[config.mk]
export PLATFORM = sky130hd
export DESIGN_NAME = tes_top
export DESIGN_NICKNAME = d
export VERILOG_FILES = /design/src/rtl/tes_pkg.sv /design/src/rtl/tes_edge_profile.sv /design/src/rtl/tes_table_curve.sv /design/src/rtl/tes_top.sv
export SDC_FILE = /design/constraint.sdc
export NUM_CORES = 1
export LEC_CHECK = 0
export ABC_AREA = 1
export CAP_MARGIN = 20
export CORE_MARGIN = 5
export CORE_UTILIZATION = 47
export CTS_BUF_LIST = sky130_fd_sc_hd__clkbuf_16
export DETAILED_ROUTE_END_ITERATION = 7
export DONT_BUFFER_PORTS = 1
export PLACE_DENSITY = 0.61
export SLEW_MARGIN = 20
export SYNTH_ARGS = -nofsm -noshare
export SYNTH_HDL_FRONTEND = slang
export SYNTH_SLANG_ARGS = --single-unit
[constraint.sdc]
create_clock -name clk_sys_i -period 62.9 [get_ports clk_sys_i]
set_input_delay 9.435 -clock clk_sys_i [delete_from_list [all_inputs] [get_ports clk_sys_i]]
set_output_delay 9.435 -clock clk_sys_i [all_outputs]
set_load 0.1 [all_outputs]
[src/rtl/tes_pkg.sv]
// tes_pkg: constants and types of the tx edge shaping block
// assumes AHB-Lite word access, byte address = register index * 4
package tes_pkg;

  // ************************************************************
  // register map
  // ************************************************************
  localparam int              IDX_W  = 9;
  localparam int              ADDR_W = IDX_W + 2;
  localparam int              NREG   = 9;
  localparam logic [IDX_W-1:0] IDX_M3_RES    = 9'h05c;
  localparam logic [IDX_W-1:0] IDX_M3_TYPE   = 9'h05d;
  localparam logic [IDX_W-1:0] IDX_M3_STYLE  = 9'h05e;
  localparam logic [IDX_W-1:0] IDX_M3_LEN    = 9'h05f;
  localparam logic [IDX_W-1:0] IDX_BP_RES    = 9'h064;
  localparam logic [IDX_W-1:0] IDX_BP_TYPE   = 9'h065;
  localparam logic [IDX_W-1:0] IDX_BP_STYLE  = 9'h066;
  localparam logic [IDX_W-1:0] IDX_BP_LEN    = 9'h067;
  localparam logic [IDX_W-1:0] IDX_CTRL      = 9'h070;
  localparam logic [IDX_W-1:0] IDX_STATUS    = 9'h071;

  // slots of the register array, one mode set of four each, then the control slot
  localparam int MODE3_LONG_RESIDUAL_AMPLITUDE = 0;
  localparam int MODE3_LONG_EDGE_STYLE_SELECT  = 1;
  localparam int MODE3_LONG_EDGE_STYLE_CFG     = 2;
  localparam int MODE3_LONG_EDGE_LENGTH_CFG    = 3;
  localparam int BPRIME_RESIDUAL_AMPLITUDE     = 4;
  localparam int BPRIME_EDGE_TYPE_CFG          = 5;
  localparam int BPRIME_EDGE_STYLE_CFG         = 6;
  localparam int BPRIME_EDGE_LENGTH_CFG        = 7;
  localparam int TX_SHAPE_CTRL                 = 8;

  localparam logic [7:0] MASK_FULL  = 8'hff;
  localparam logic [7:0] MASK_STYLE = 8'h77;
  localparam logic [7:0] MASK_LEN   = 8'h9f;
  localparam logic [7:0] MASK_CTRL  = 8'h01;
  localparam logic [7:0] RST_REG    = 8'h00;

  localparam logic [IDX_W-1:0] REG_IDX [NREG] = '{IDX_M3_RES, IDX_M3_TYPE,
    IDX_M3_STYLE, IDX_M3_LEN, IDX_BP_RES, IDX_BP_TYPE, IDX_BP_STYLE,
    IDX_BP_LEN, IDX_CTRL};
  localparam logic [7:0] REG_MASK [NREG] = '{MASK_FULL, MASK_FULL,
    MASK_STYLE, MASK_LEN, MASK_FULL, MASK_FULL, MASK_STYLE, MASK_LEN,
    MASK_CTRL};

  // ************************************************************
  // fields
  // ************************************************************
  localparam int FALL_LSB   = 4;
  localparam int RISE_LSB   = 0;
  localparam int LEN_DBL    = 7;
  localparam int LEN_CNT_LSB = 0;
  localparam int CTRL_BP    = 0;

  // ************************************************************
  // style codes and levels
  // ************************************************************
  localparam logic [3:0] STY_LIN1     = 4'h1;
  localparam logic [3:0] STY_LIN2     = 4'h2;
  localparam logic [3:0] STY_LIN3     = 4'h3;
  localparam logic [3:0] STY_LUT      = 4'h4;
  localparam logic [3:0] STY_LUT_CORR = 4'h5;
  localparam logic [3:0] STY_LUT_RAW  = 4'h6;
  localparam logic [7:0] AMP_FULL     = 8'hff;
  localparam int         CORR_SHIFT   = 3;
  localparam logic [2:0] HSIZE_WORD   = 3'h2;

  typedef enum logic [1:0] {ST_HIGH, ST_FALL, ST_LOW, ST_RISE} tes_state_t;

endpackage : tes_pkg

[src/rtl/tes_edge_profile.sv]
// tes_edge_profile: amplitude of one transition state of an edge
// assumes step below count; table fraction supplied from outside
`timescale 1ns/1ps
module tes_edge_profile
  import tes_pkg::*;
(
  // edge selection
  input  wire logic       falling_i,
  input  wire logic [3:0] style_i,
  input  wire logic [2:0] cfg_i,
  input  wire logic [4:0] step_i,
  input  wire logic [4:0] count_i,
  // levels
  input  wire logic [7:0] residual_i,
  input  wire logic [7:0] supply_i,
  input  wire logic [7:0] lut_frac_i,
  // result
  output logic [7:0]      lin_o,
  output logic [7:0]      amp_o
);

  logic [12:0] num;
  logic [15:0] prod;
  logic [11:0] bend;
  logic [8:0]  fsum;
  logic [7:0]  frac;
  logic [7:0]  delta;
  logic [15:0] span_raw;
  logic [15:0] sc_raw;
  logic [8:0]  span;

  always_comb begin
    num   = 13'((13'(step_i) + 13'h001) * 13'h0ff);
    lin_o = (count_i == 5'h00) ? AMP_FULL : 8'(num / 13'(count_i));
    prod  = 16'(lin_o) * 16'(AMP_FULL - lin_o);
    // bend grows with style code and time constant
    bend  = 12'((12'(style_i - 4'h1) * 12'(cfg_i) * 12'(prod[15:8])) >> 3);
    fsum  = 9'(lin_o) + 9'(bend);
    case (style_i)
      STY_LIN1: frac = lin_o;
      STY_LIN2, STY_LIN3: frac = fsum[8] ? AMP_FULL : fsum[7:0];
      STY_LUT, STY_LUT_CORR, STY_LUT_RAW: frac = lut_frac_i;
      default: frac = AMP_FULL;
    endcase
    delta    = AMP_FULL - residual_i;
    span_raw = 16'(delta) * (16'(frac) + 16'h0001);
    sc_raw   = 16'(span_raw[15:8]) * (16'(supply_i) + 16'h0001);
    case (style_i)
      STY_LUT_CORR: span = 9'(sc_raw[15:8]) + 9'((AMP_FULL - supply_i) >> CORR_SHIFT);
      STY_LUT_RAW:  span = 9'(sc_raw[15:8]);
      default:      span = 9'(span_raw[15:8]);
    endcase
    if (span > 9'(delta)) begin
      span = 9'(delta);
    end
    amp_o = falling_i ? AMP_FULL - span[7:0] : residual_i + span[7:0];
  end

endmodule : tes_edge_profile

[src/rtl/tes_table_curve.sv]
// tes_table_curve: four fixed shaping tables, progress in, fraction out
// assumes progress 0..ff from the edge profile
`timescale 1ns/1ps
module tes_table_curve
  import tes_pkg::*;
(
  // table pick and progress
  input  wire logic [1:0] table_i,
  input  wire logic [7:0] lin_i,
  // shaped fraction
  output logic [7:0]      frac_o
);

  function automatic logic [7:0] sq_shr(input logic [7:0] x, input int sh);
    logic [15:0] p;
    p = 16'(x) * 16'(x);
    return 8'(p >> sh);
  endfunction : sq_shr

  // ************************************************************
  // table contents
  // ************************************************************
  always_comb begin
    case (table_i)
      2'h0:    frac_o = lin_i;
      2'h1:    frac_o = sq_shr(lin_i, 8);
      2'h2:    frac_o = AMP_FULL - sq_shr(AMP_FULL - lin_i, 8);
      default: begin
        if (lin_i[7] == 1'b0) begin
          frac_o = sq_shr(lin_i, 7);
        end else begin
          frac_o = AMP_FULL - sq_shr(AMP_FULL - lin_i, 7);
        end
      end
    endcase
  end

endmodule : tes_table_curve

[src/rtl/tes_top.sv]
// tes_top: tx edge shaping core with an AHB-Lite register slave
// assumes one clock; modulation request, carrier tick and supply
// level come from logic on the same clock
//
// The AHB-Lite register port was chosen for this implementation.
`timescale 1ns/1ps
module tes_top
  import tes_pkg::*;
(
  // clock and reset
  input  wire logic              clk_sys_i,
  input  wire logic              rst_i,
  // ahb-lite slave
  input  wire logic              hsel_i,
  input  wire logic [ADDR_W-1:0] haddr_i,
  input  wire logic [1:0]        htrans_i,
  input  wire logic              hwrite_i,
  input  wire logic [2:0]        hsize_i,
  input  wire logic [31:0]       hwdata_i,
  input  wire logic              hready_i,
  output logic [31:0]            hrdata_o,
  output logic                   hreadyout_o,
  output logic                   hresp_o,
  // transmitter side
  input  wire logic              mod_req_i,
  input  wire logic              carrier_tick_i,
  input  wire logic [7:0]        power_amp_supply_level_i,
  output logic [7:0]             amp_o,
  output logic                   edge_busy_o
);

  // ************************************************************
  // declarations
  // ************************************************************
  logic             wr_pend_reg;
  logic [IDX_W-1:0] wr_idx_reg;
  logic             acc_ok;
  logic [7:0]       cfg_reg  [NREG];
  logic [7:0]       cfg_next [NREG];
  logic [31:0]      hrdata_next;
  tes_state_t       state_reg;
  logic [4:0]       step_reg;
  logic [4:0]       cnt_reg;
  logic             dbl_reg;
  logic             half_reg;
  logic             bp_mode;
  logic [7:0]       res_sel;
  logic [7:0]       type_sel;
  logic [7:0]       style_sel;
  logic [7:0]       len_sel;
  logic             in_edge;
  logic             falling;
  logic [3:0]       act_style;
  logic [2:0]       act_cfg;
  logic [7:0]       lin;
  logic [7:0]       lut_frac;
  logic [7:0]       prof_amp;
  logic             step_done;

  function automatic logic [IDX_W-1:0] word_idx(input logic [ADDR_W-1:0] a);
    return a[ADDR_W-1:2];
  endfunction : word_idx

  function automatic int mode_slot(input logic bp, input int k);
    return bp ? BPRIME_RESIDUAL_AMPLITUDE + k : MODE3_LONG_RESIDUAL_AMPLITUDE + k;
  endfunction : mode_slot

  // ************************************************************
  // bus address phase
  // ************************************************************
  assign acc_ok = hsel_i && htrans_i[1] && hready_i && (hsize_i == HSIZE_WORD);

  always_ff @(posedge clk_sys_i or posedge rst_i) begin
    if (rst_i) begin
      wr_pend_reg <= 1'b0;
      wr_idx_reg  <= '0;
    end else begin
      wr_pend_reg <= acc_ok && hwrite_i;
      wr_idx_reg  <= word_idx(haddr_i);
    end
  end

  always_ff @(posedge clk_sys_i or posedge rst_i) begin
    if (rst_i) begin
      hreadyout_o <= 1'b0;
      hresp_o     <= 1'b0;
    end else begin
      hreadyout_o <= 1'b1;
      hresp_o     <= 1'b0;
    end
  end

  // ************************************************************
  // register file
  // ************************************************************
  // writes land in the data phase; reserved bits are dropped
  always_comb begin
    for (int i = 0; i < NREG; i++) begin
      cfg_next[i] = cfg_reg[i];
      if (wr_pend_reg && (wr_idx_reg == REG_IDX[i])) begin
        cfg_next[i] = hwdata_i[7:0] & REG_MASK[i];
      end
    end
  end

  always_ff @(posedge clk_sys_i or posedge rst_i) begin
    if (rst_i) begin
      for (int i = 0; i < NREG; i++) begin
        cfg_reg[i] <= RST_REG;
      end
    end else begin
      for (int i = 0; i < NREG; i++) begin
        cfg_reg[i] <= cfg_next[i];
      end
    end
  end

  // read uses next values so a write just before is seen
  always_comb begin
    hrdata_next = 32'h0000_0000;
    for (int i = 0; i < NREG; i++) begin
      if (word_idx(haddr_i) == REG_IDX[i]) begin
        hrdata_next = {24'h00_0000, cfg_next[i]};
      end
    end
    if (word_idx(haddr_i) == IDX_STATUS) begin
      hrdata_next = {8'h00, amp_o, 3'h0, step_reg, 4'h0, dbl_reg, half_reg,
                     state_reg};
    end
  end

  always_ff @(posedge clk_sys_i or posedge rst_i) begin
    if (rst_i) begin
      hrdata_o <= 32'h0000_0000;
    end else if (acc_ok && !hwrite_i) begin
      hrdata_o <= hrdata_next;
    end
  end

  // ************************************************************
  // active setting set
  // ************************************************************
  assign bp_mode   = cfg_reg[TX_SHAPE_CTRL][CTRL_BP];
  assign res_sel   = cfg_reg[mode_slot(bp_mode, 0)];
  assign type_sel  = cfg_reg[mode_slot(bp_mode, 1)];
  assign style_sel = cfg_reg[mode_slot(bp_mode, 2)];
  assign len_sel   = cfg_reg[mode_slot(bp_mode, 3)];

  assign in_edge   = (state_reg == ST_FALL) || (state_reg == ST_RISE);
  assign falling   = (state_reg != ST_RISE);
  assign act_style = falling ? type_sel[FALL_LSB+:4] : type_sel[RISE_LSB+:4];
  assign act_cfg   = falling ? style_sel[FALL_LSB+:3] : style_sel[RISE_LSB+:3];
  // a transition state ends on its first or second carrier cycle
  assign step_done = carrier_tick_i && (!dbl_reg || half_reg);

  // ************************************************************
  // edge sequencer
  // ************************************************************
  always_ff @(posedge clk_sys_i or posedge rst_i) begin
    if (rst_i) begin
      state_reg <= ST_HIGH;
      step_reg  <= 5'h00;
      cnt_reg   <= 5'h00;
      dbl_reg   <= 1'b0;
    end else begin
      case (state_reg)
        ST_HIGH: begin
          if (mod_req_i) begin
            step_reg  <= 5'h00;
            cnt_reg   <= len_sel[LEN_CNT_LSB+:5];
            dbl_reg   <= len_sel[LEN_DBL];
            state_reg <= (len_sel[LEN_CNT_LSB+:5] == 5'h00) ? ST_LOW : ST_FALL;
          end
        end
        ST_LOW: begin
          if (!mod_req_i) begin
            step_reg  <= 5'h00;
            cnt_reg   <= len_sel[LEN_CNT_LSB+:5];
            dbl_reg   <= len_sel[LEN_DBL];
            state_reg <= (len_sel[LEN_CNT_LSB+:5] == 5'h00) ? ST_HIGH : ST_RISE;
          end
        end
        ST_FALL, ST_RISE: begin
          if (step_done) begin
            if (step_reg == cnt_reg - 5'h01) begin
              step_reg  <= 5'h00;
              state_reg <= (state_reg == ST_FALL) ? ST_LOW : ST_HIGH;
            end else begin
              step_reg <= step_reg + 5'h01;
            end
          end
        end
        default: state_reg <= ST_HIGH;
      endcase
    end
  end

  always_ff @(posedge clk_sys_i or posedge rst_i) begin
    if (rst_i) begin
      half_reg <= 1'b0;
    end else if (!in_edge) begin
      half_reg <= 1'b0;
    end else if (carrier_tick_i) begin
      half_reg <= dbl_reg && !half_reg;
    end
  end

  // ************************************************************
  // amplitude shaping
  // ************************************************************
  tes_edge_profile u_profile (
    .falling_i  (falling),
    .style_i    (act_style),
    .cfg_i      (act_cfg),
    .step_i     (step_reg),
    .count_i    (cnt_reg),
    .residual_i (res_sel),
    .supply_i   (power_amp_supply_level_i),
    .lut_frac_i (lut_frac),
    .lin_o      (lin),
    .amp_o      (prof_amp)
  );

  tes_table_curve u_curve (
    .table_i (act_cfg[1:0]),
    .lin_i   (lin),
    .frac_o  (lut_frac)
  );

  always_ff @(posedge clk_sys_i or posedge rst_i) begin
    if (rst_i) begin
      amp_o       <= AMP_FULL;
      edge_busy_o <= 1'b0;
    end else begin
      edge_busy_o <= in_edge;
      case (state_reg)
        ST_HIGH: amp_o <= AMP_FULL;
        ST_LOW:  amp_o <= res_sel;
        default: amp_o <= prof_amp;
      endcase
    end
  end
endmodule : tes_top
==> run metrics, run 1 <==
Mapped Area=24400 um^2; initial core utilization=0.475; Tot GR Track Use=0.234; first-pass GRT wire length=110000 um; RSZ-0062 raised after global routing=no; crit path time final=49.02 ns; Largest register FFs=71; Routed WL per cell=16.1 um; post-synthesis average cell area=7.15 um^2; post-synthesis sequential area ratio=0.130; CTS Hold Buffers Added=0; Die Area=56700 um^2; layout cells sized above 1=0.0643; Layout Nets=3999; final worst-path cycle share=0.779; root buffer cell=clkbuf_16; drt total wl=65800 um; IO Pins=106; EDFF count, synth=0; Syn. warnings=0; fin util=0.501; number of diodes=0; Port-buffer cells=0; GPL Wtd Cong=0.921; Longest Clk Path Bufs=2; status=finished clean; Placement Rows=83; Worst path most repeated cell=nand2_1; cts bufs inserted=17; crit end category=register; Core ar.=51400 um^2; largest net degree at the start of global routing=74; Remaining DRCs=0; Crit Path Max Fanout=17; Sum Neg Setup Slack=0 ns; Antenna Nets Post-Route=0; HP Class=register to register; synthesized flop and latch total=127; CTS tree=yes; Post-synth ARST share=1.00; Fin. Hold Viols=0; Worst slew margin=0.274; Setup Fix Bufs, Post-CTS=0; Setup-failing EPs final=0; Chip Width=238 um; total grt overflow=0; initial antenna violation count=0; Top Metal Used=met4; Final Max Slew Viols=0; M1 wire length=29700 um; Worst EP arrival=49.36 ns; total of fill cells in the finished design=5121; vias in the first global route=22000; cts repair resizes=0; fmax=0.0204 GHz; skew final=0.00659 ns; CP required=63.23 ns; distinct cell type count of the synthesized netlist=72; worst slack, placed=14.02 ns; Least-Margin Pin Slew=1.08 ns; WS Path Type=register to register; CP max stage delay=0.76 ns; Vias=21700; metal2 WL=30500 um; met3 wire length=3980 um; slowest cell on the critical path=xnor2_1; Synth Flop Type=dfrtp_1; Reg clk slew, reported paths=0.06 ns; Vert. Die Dim=238 um; DRT Pass-1 Iters=7; Iteration-0 DRC Markers=1410; H-tree Lvls=4; fin worst setup slack=13.88 ns; Hold WS=0.463 ns; Post-Syn Instances=3419; clock sinks=127; area grow syn2layout=5.42%; vias per cell=5.29; Critical Path Start Type=register; clk_lat worst skew=0.43 ns; DP HPWL=54500 um; MaxCap Viol Count=0
==> cell type report <==
type | instances | area (um^2) | share of cell area
sequential | 127 | 3190 | 0.124
inverter | 708 | 2670 | 0.103
multi-input combinational | 2534 | 18300 | 0.712
timing repair buffer | 19 | 143 | 0.00554
tap | 680 | 851 | 0.0330
clock inverter | 15 | 156 | 0.00607
clock buffer | 17 | 425 | 0.0165
==> kinds of logic (layout without fill, tap and decap cells) <==
logic type,after synthesis,in the layout,synth area share
and+or+nand+nor,1417,1417,0.258
buffers and inverters,769,759,0.121
adders and majority gates,529,529,0.336
AOI/OAI and AO/OA,463,463,0.114
DFF,127,127,0.130
xor gates and xnor gates,111,111,0.0398
other,2,13,0.000307
muxes,1,1,0.000410
==> Yosys cell counts, types with 9 or more instances <==
master | n | area share
inv_1 | 680 | 0.10
nand2_1 | 673 | 0.10
nor2_1 | 385 | 0.059
ha_1 | 316 | 0.16
fa_1 | 213 | 0.17
a21oi_1 | 153 | 0.031
o21ai_0 | 153 | 0.031
nand3_1 | 138 | 0.028
dfrtp_1 | 119 | 0.12
xor2_1 | 76 | 0.027
clkbuf_1 | 38 | 0.0058
nand2_2 | 38 | 0.0097
nor3_1 | 35 | 0.0072
xnor2_1 | 35 | 0.013
nand4_1 | 32 | 0.0082
or2_2 | 23 | 0.0059
inv_2 | 19 | 0.0029
o211ai_1 | 18 | 0.0055
nand3_2 | 16 | 0.0066
a21o_1 | 14 | 0.0043
buf_4 | 12 | 0.0037
o21bai_1 | 12 | 0.0037
o31ai_1 | 12 | 0.0037
a22o_1 | 11 | 0.0039
nor2_2 | 11 | 0.0028
nor4_1 | 11 | 0.0028
nor2_4 | 10 | 0.0046
o21ai_1 | 10 | 0.0020
nand2_4 | 9 | 0.0041
o21ai_2 | 9 | 0.0032
==> metal layers <==
metal  vias to the layer above  GRT usage
met5                         -          0
met4                         0     0.0605
met3                        97     0.0321
met2                       564      0.396
met1                     10300      0.317
li1                      10700          -
==> layout by cell type (no fill, tap or decap), drive strengths merged, types with 4 or more instances in the layout <==
cell / count
nand3b: 8
o211ai: 22
nor3: 36
a22o: 11
or3: 4
o21a: 5
ha: 316
or2: 26
o22ai: 7
o31ai: 12
o21ai: 173
and2: 5
o2111ai: 5
a211oi: 9
clkbuf: 17
xor2: 76
a31oi: 8
fa: 213
dfrtp: 119
o221ai: 5
o21bai: 13
a32oi: 4
clkinv: 12
nand2: 720
a22oi: 6
conb: 13
a21oi: 156
inv: 707
nand4: 33
nor4: 11
nor2: 408
buf: 19
xnor2: 35
dfstp: 8
a221oi: 6
nand3: 161
a21o: 14
==> stage by stage <==
stage,instances,area (um^2)
after global placement,4068,25200
after CTS,4100,25800
after global routing,4100,25800
after floorplan,3430,24500
after detailed placement,4068,25200
final,4100,25800
==> worst paths after layout <==
check / depth (start not counted) / slack, ns / from / endpoint
max in group asynchronous: 2 / 52.69 / rst_i / cfg_reg[33]
worst min-delay path: 2 / 0.46 / cfg_reg[14] / cfg_reg[14]
worst min register to register: 2 / 0.46 / cfg_reg[14] / cfg_reg[14]
worst max register to register: 261 / 13.88 / step_reg[0] / amp_o[7]
worst max-delay path: 261 / 13.88 / step_reg[0] / amp_o[7]
min in group asynchronous: 1 / 8.89 / rst_i / cfg_reg[19]
==> worst max-delay path: cells and delay by family, from the launching register on <==
kind | cells | cell delay [ns]
adders and majority gates | 43 | 17.40
and+or+nand+nor | 104 | 12.25
AOI/OAI and AO/OA | 67 | 11.82
buffers and inverters | 41 | 4.52
xor gates and xnor gates | 6 | 2.35
DFF | 1 | 0.48
Power of run 1 is left out: the tool's default activity adds up to more than one toggle a clock period on the data nets, which glitch-free logic cannot reach.
==> run 2: changes to the inputs <==
==> constraint.sdc (replaced) <==
create_clock -name clk_sys_i -period 46.4 [get_ports clk_sys_i]
set_input_delay 6.96 -clock clk_sys_i [delete_from_list [all_inputs] [get_ports clk_sys_i]]
set_output_delay 6.96 -clock clk_sys_i [all_outputs]
set_load 0.1 [all_outputs]
==> run 2 against run 1 <==
Compared with the run above:
- non-clock buffer count up 154
- largest cell class unchanged
- clock skew down 0.00072 ns
- design area up 5.9%
- hold slack better by 0.0087 ns
- count of clock-buffer cells in the layout unchanged
- critical path depth up 2
- core utilization up 2.9 points
==> run metrics, run 2 (synthesis gave the netlist of run 1 again) <==
Fin. Hold Viols=0 (unchanged); Die Area=56700 um^2 (unchanged); MaxCap Viol Count=0 (unchanged); Routed WL per cell=16.1 um (+0.25%); Port-buffer cells=0 (unchanged); Chip Width=238 um (unchanged); HP Class=register to register; Reg clk slew, reported paths=0.06 ns (about the same); Critical Path Start Type=register; Vert. Die Dim=238 um (unchanged); Setup-failing EPs final=0 (unchanged); root buffer cell=clkbuf_16; cts bufs inserted=17 (unchanged); Least-Margin Pin Slew=1.12 ns (+0.0445 ns); Worst path most repeated cell=nand2_1; CTS tree=yes; final worst-path cycle share=0.932 (+0.153); DRT Pass-1 Iters=5 (-2); crit path time final=43.25 ns (-5.77 ns); area grow syn2layout=11.6%; Layout Nets=4153 (+3.9%); largest net degree at the start of global routing=77 (+4.1%); total grt overflow=0 (unchanged); total of fill cells in the finished design=4966 (-3.0%); multi-input gate area in the final layout=18600 um^2 (+1.6%); Iteration-0 DRC Markers=1349 (-4.3%); FF+latch area=3190 um^2 (about the same); Worst slew margin=0.248 (-0.0263); clk_lat worst skew=0.43 ns (about the same); crit end category=register; fmax=0.0231 GHz (+13%); Antenna Nets Post-Route=0 (unchanged); Sum Neg Setup Slack=0 ns (unchanged); skew final=0.00587 ns (-0.000720 ns); H-tree Lvls=4 (unchanged); Tot GR Track Use=0.238 (+0.00487); DP HPWL=56100 um (+3.0%); first-pass GRT wire length=112000 um (+1.7%); IO Pins=106 (unchanged); Crit Path Max Fanout=8 (-9); Remaining DRCs=0 (unchanged); commonest non-fill, non-tap cell in the layout=inv_1; Placement Rows=83 (unchanged); Vias=22300 (+2.9%); slowest cell on the critical path=fa_2; Final Max Slew Viols=0 (unchanged); number of diodes=0 (unchanged); CP max stage delay=0.61 ns (-0.15 ns); vias in the first global route=22400 (+1.8%); initial core utilization=0.475 (unchanged); initial antenna violation count=0 (unchanged); most frequent cells in the layout=674 x inv_1, 672 x nand2_1, 375 x nor2_1; Largest register FFs=71 (unchanged); Core ar.=51400 um^2 (unchanged); Worst EP arrival=43.60 ns (-5.76 ns); Longest Clk Path Bufs=2 (unchanged); GPL Wtd Cong=0.947 (+2.9%); WS Path Type=register to register; Hold WS=0.472 ns (+0.00867 ns); CP required=46.75 ns (-16.48 ns); vias per cell=5.24 (-0.83%); fin util=0.531 (+0.0295); layout cells sized above 1=0.120 (+0.0560); drt total wl=68500 um (+4.0%); clock sinks=127 (unchanged); status=finished clean
## run 2: cell types whose count changed in the layout (fill, tap and decap cells not counted), sizes merged
| cell | before | now |
|---|---|---|
| clkinvlp | 2 | 3 |
| buf | 19 | 173 |
| inv | 707 | 700 |
| bufinv | 2 | 5 |
| clkinv | 12 | 15 |
## run 2: critical path, delay by kind of cell (launching register included)
family | cells | cell delay [ns]
flip-flops | 1 | 0.46
XOR/XNOR | 6 | 1.18
buffers and inverters | 43 | 3.77
AND/OR/NAND/NOR | 109 | 11.19
AO/OA/AOI/OAI | 61 | 9.01
adder cells (fa/ha/maj) | 44 | 17.49
## run 2: stage by stage
step / area [um^2] / std cells / worst slack (ns)
floorplan: 24500 / 3430 / 4.53
global placement: 26100 / 4188 / 1.09
detailed placement: 26100 / 4188 / 0.117
CTS: 26700 / 4220 / 0.0854
global route: 27300 / 4254 / -0.223
finish: 27300 / 4254 / 3.15
## run 2: cell type report
class                   count  area share
clock buffers              17      0.0156
clock inverters            15     0.00798
inverters                 708      0.0979
multi-input cells        2534       0.683
flip-flops and latches    127       0.117
well taps                 680      0.0312
repair buffers            173      0.0478
## run 2: final timing paths
path	startpoint	endpoint	slack, ns	cells after the start
setup / recovery	step_reg[0]	amp_o[7]	3.15	263
hold reg to reg	cfg_reg[51]	cfg_reg[51]	0.47	2
hold / removal	cfg_reg[51]	cfg_reg[51]	0.47	2
min in group asynchronous	rst_i	wr_idx_reg[4]	6.43	1
max in group asynchronous	rst_i	step_reg[0]	38.91	2
setup reg to reg	step_reg[0]	amp_o[7]	3.15	263
## run 2: routing by layer
layer  vias up  track usage  wire length, um  part of all wire
met4         0       0.0643             1700             0.025
met3        93       0.0309             3550             0.052
met1     10700        0.328            31100              0.45
met5         -            0                0                 0
li1      11000            -                -                 -
met2       517        0.399            32200              0.47
## run 2: what timing repair did
item,in CTS,in global routing
endpoints found under the hold margin,0,0
pin swaps,0,25
gates resized for setup,2,75
buffers inserted,0,34
hold buffers,0,0
setup endpoints to repair,1,8
Power of run 2 is left out for the same reason.
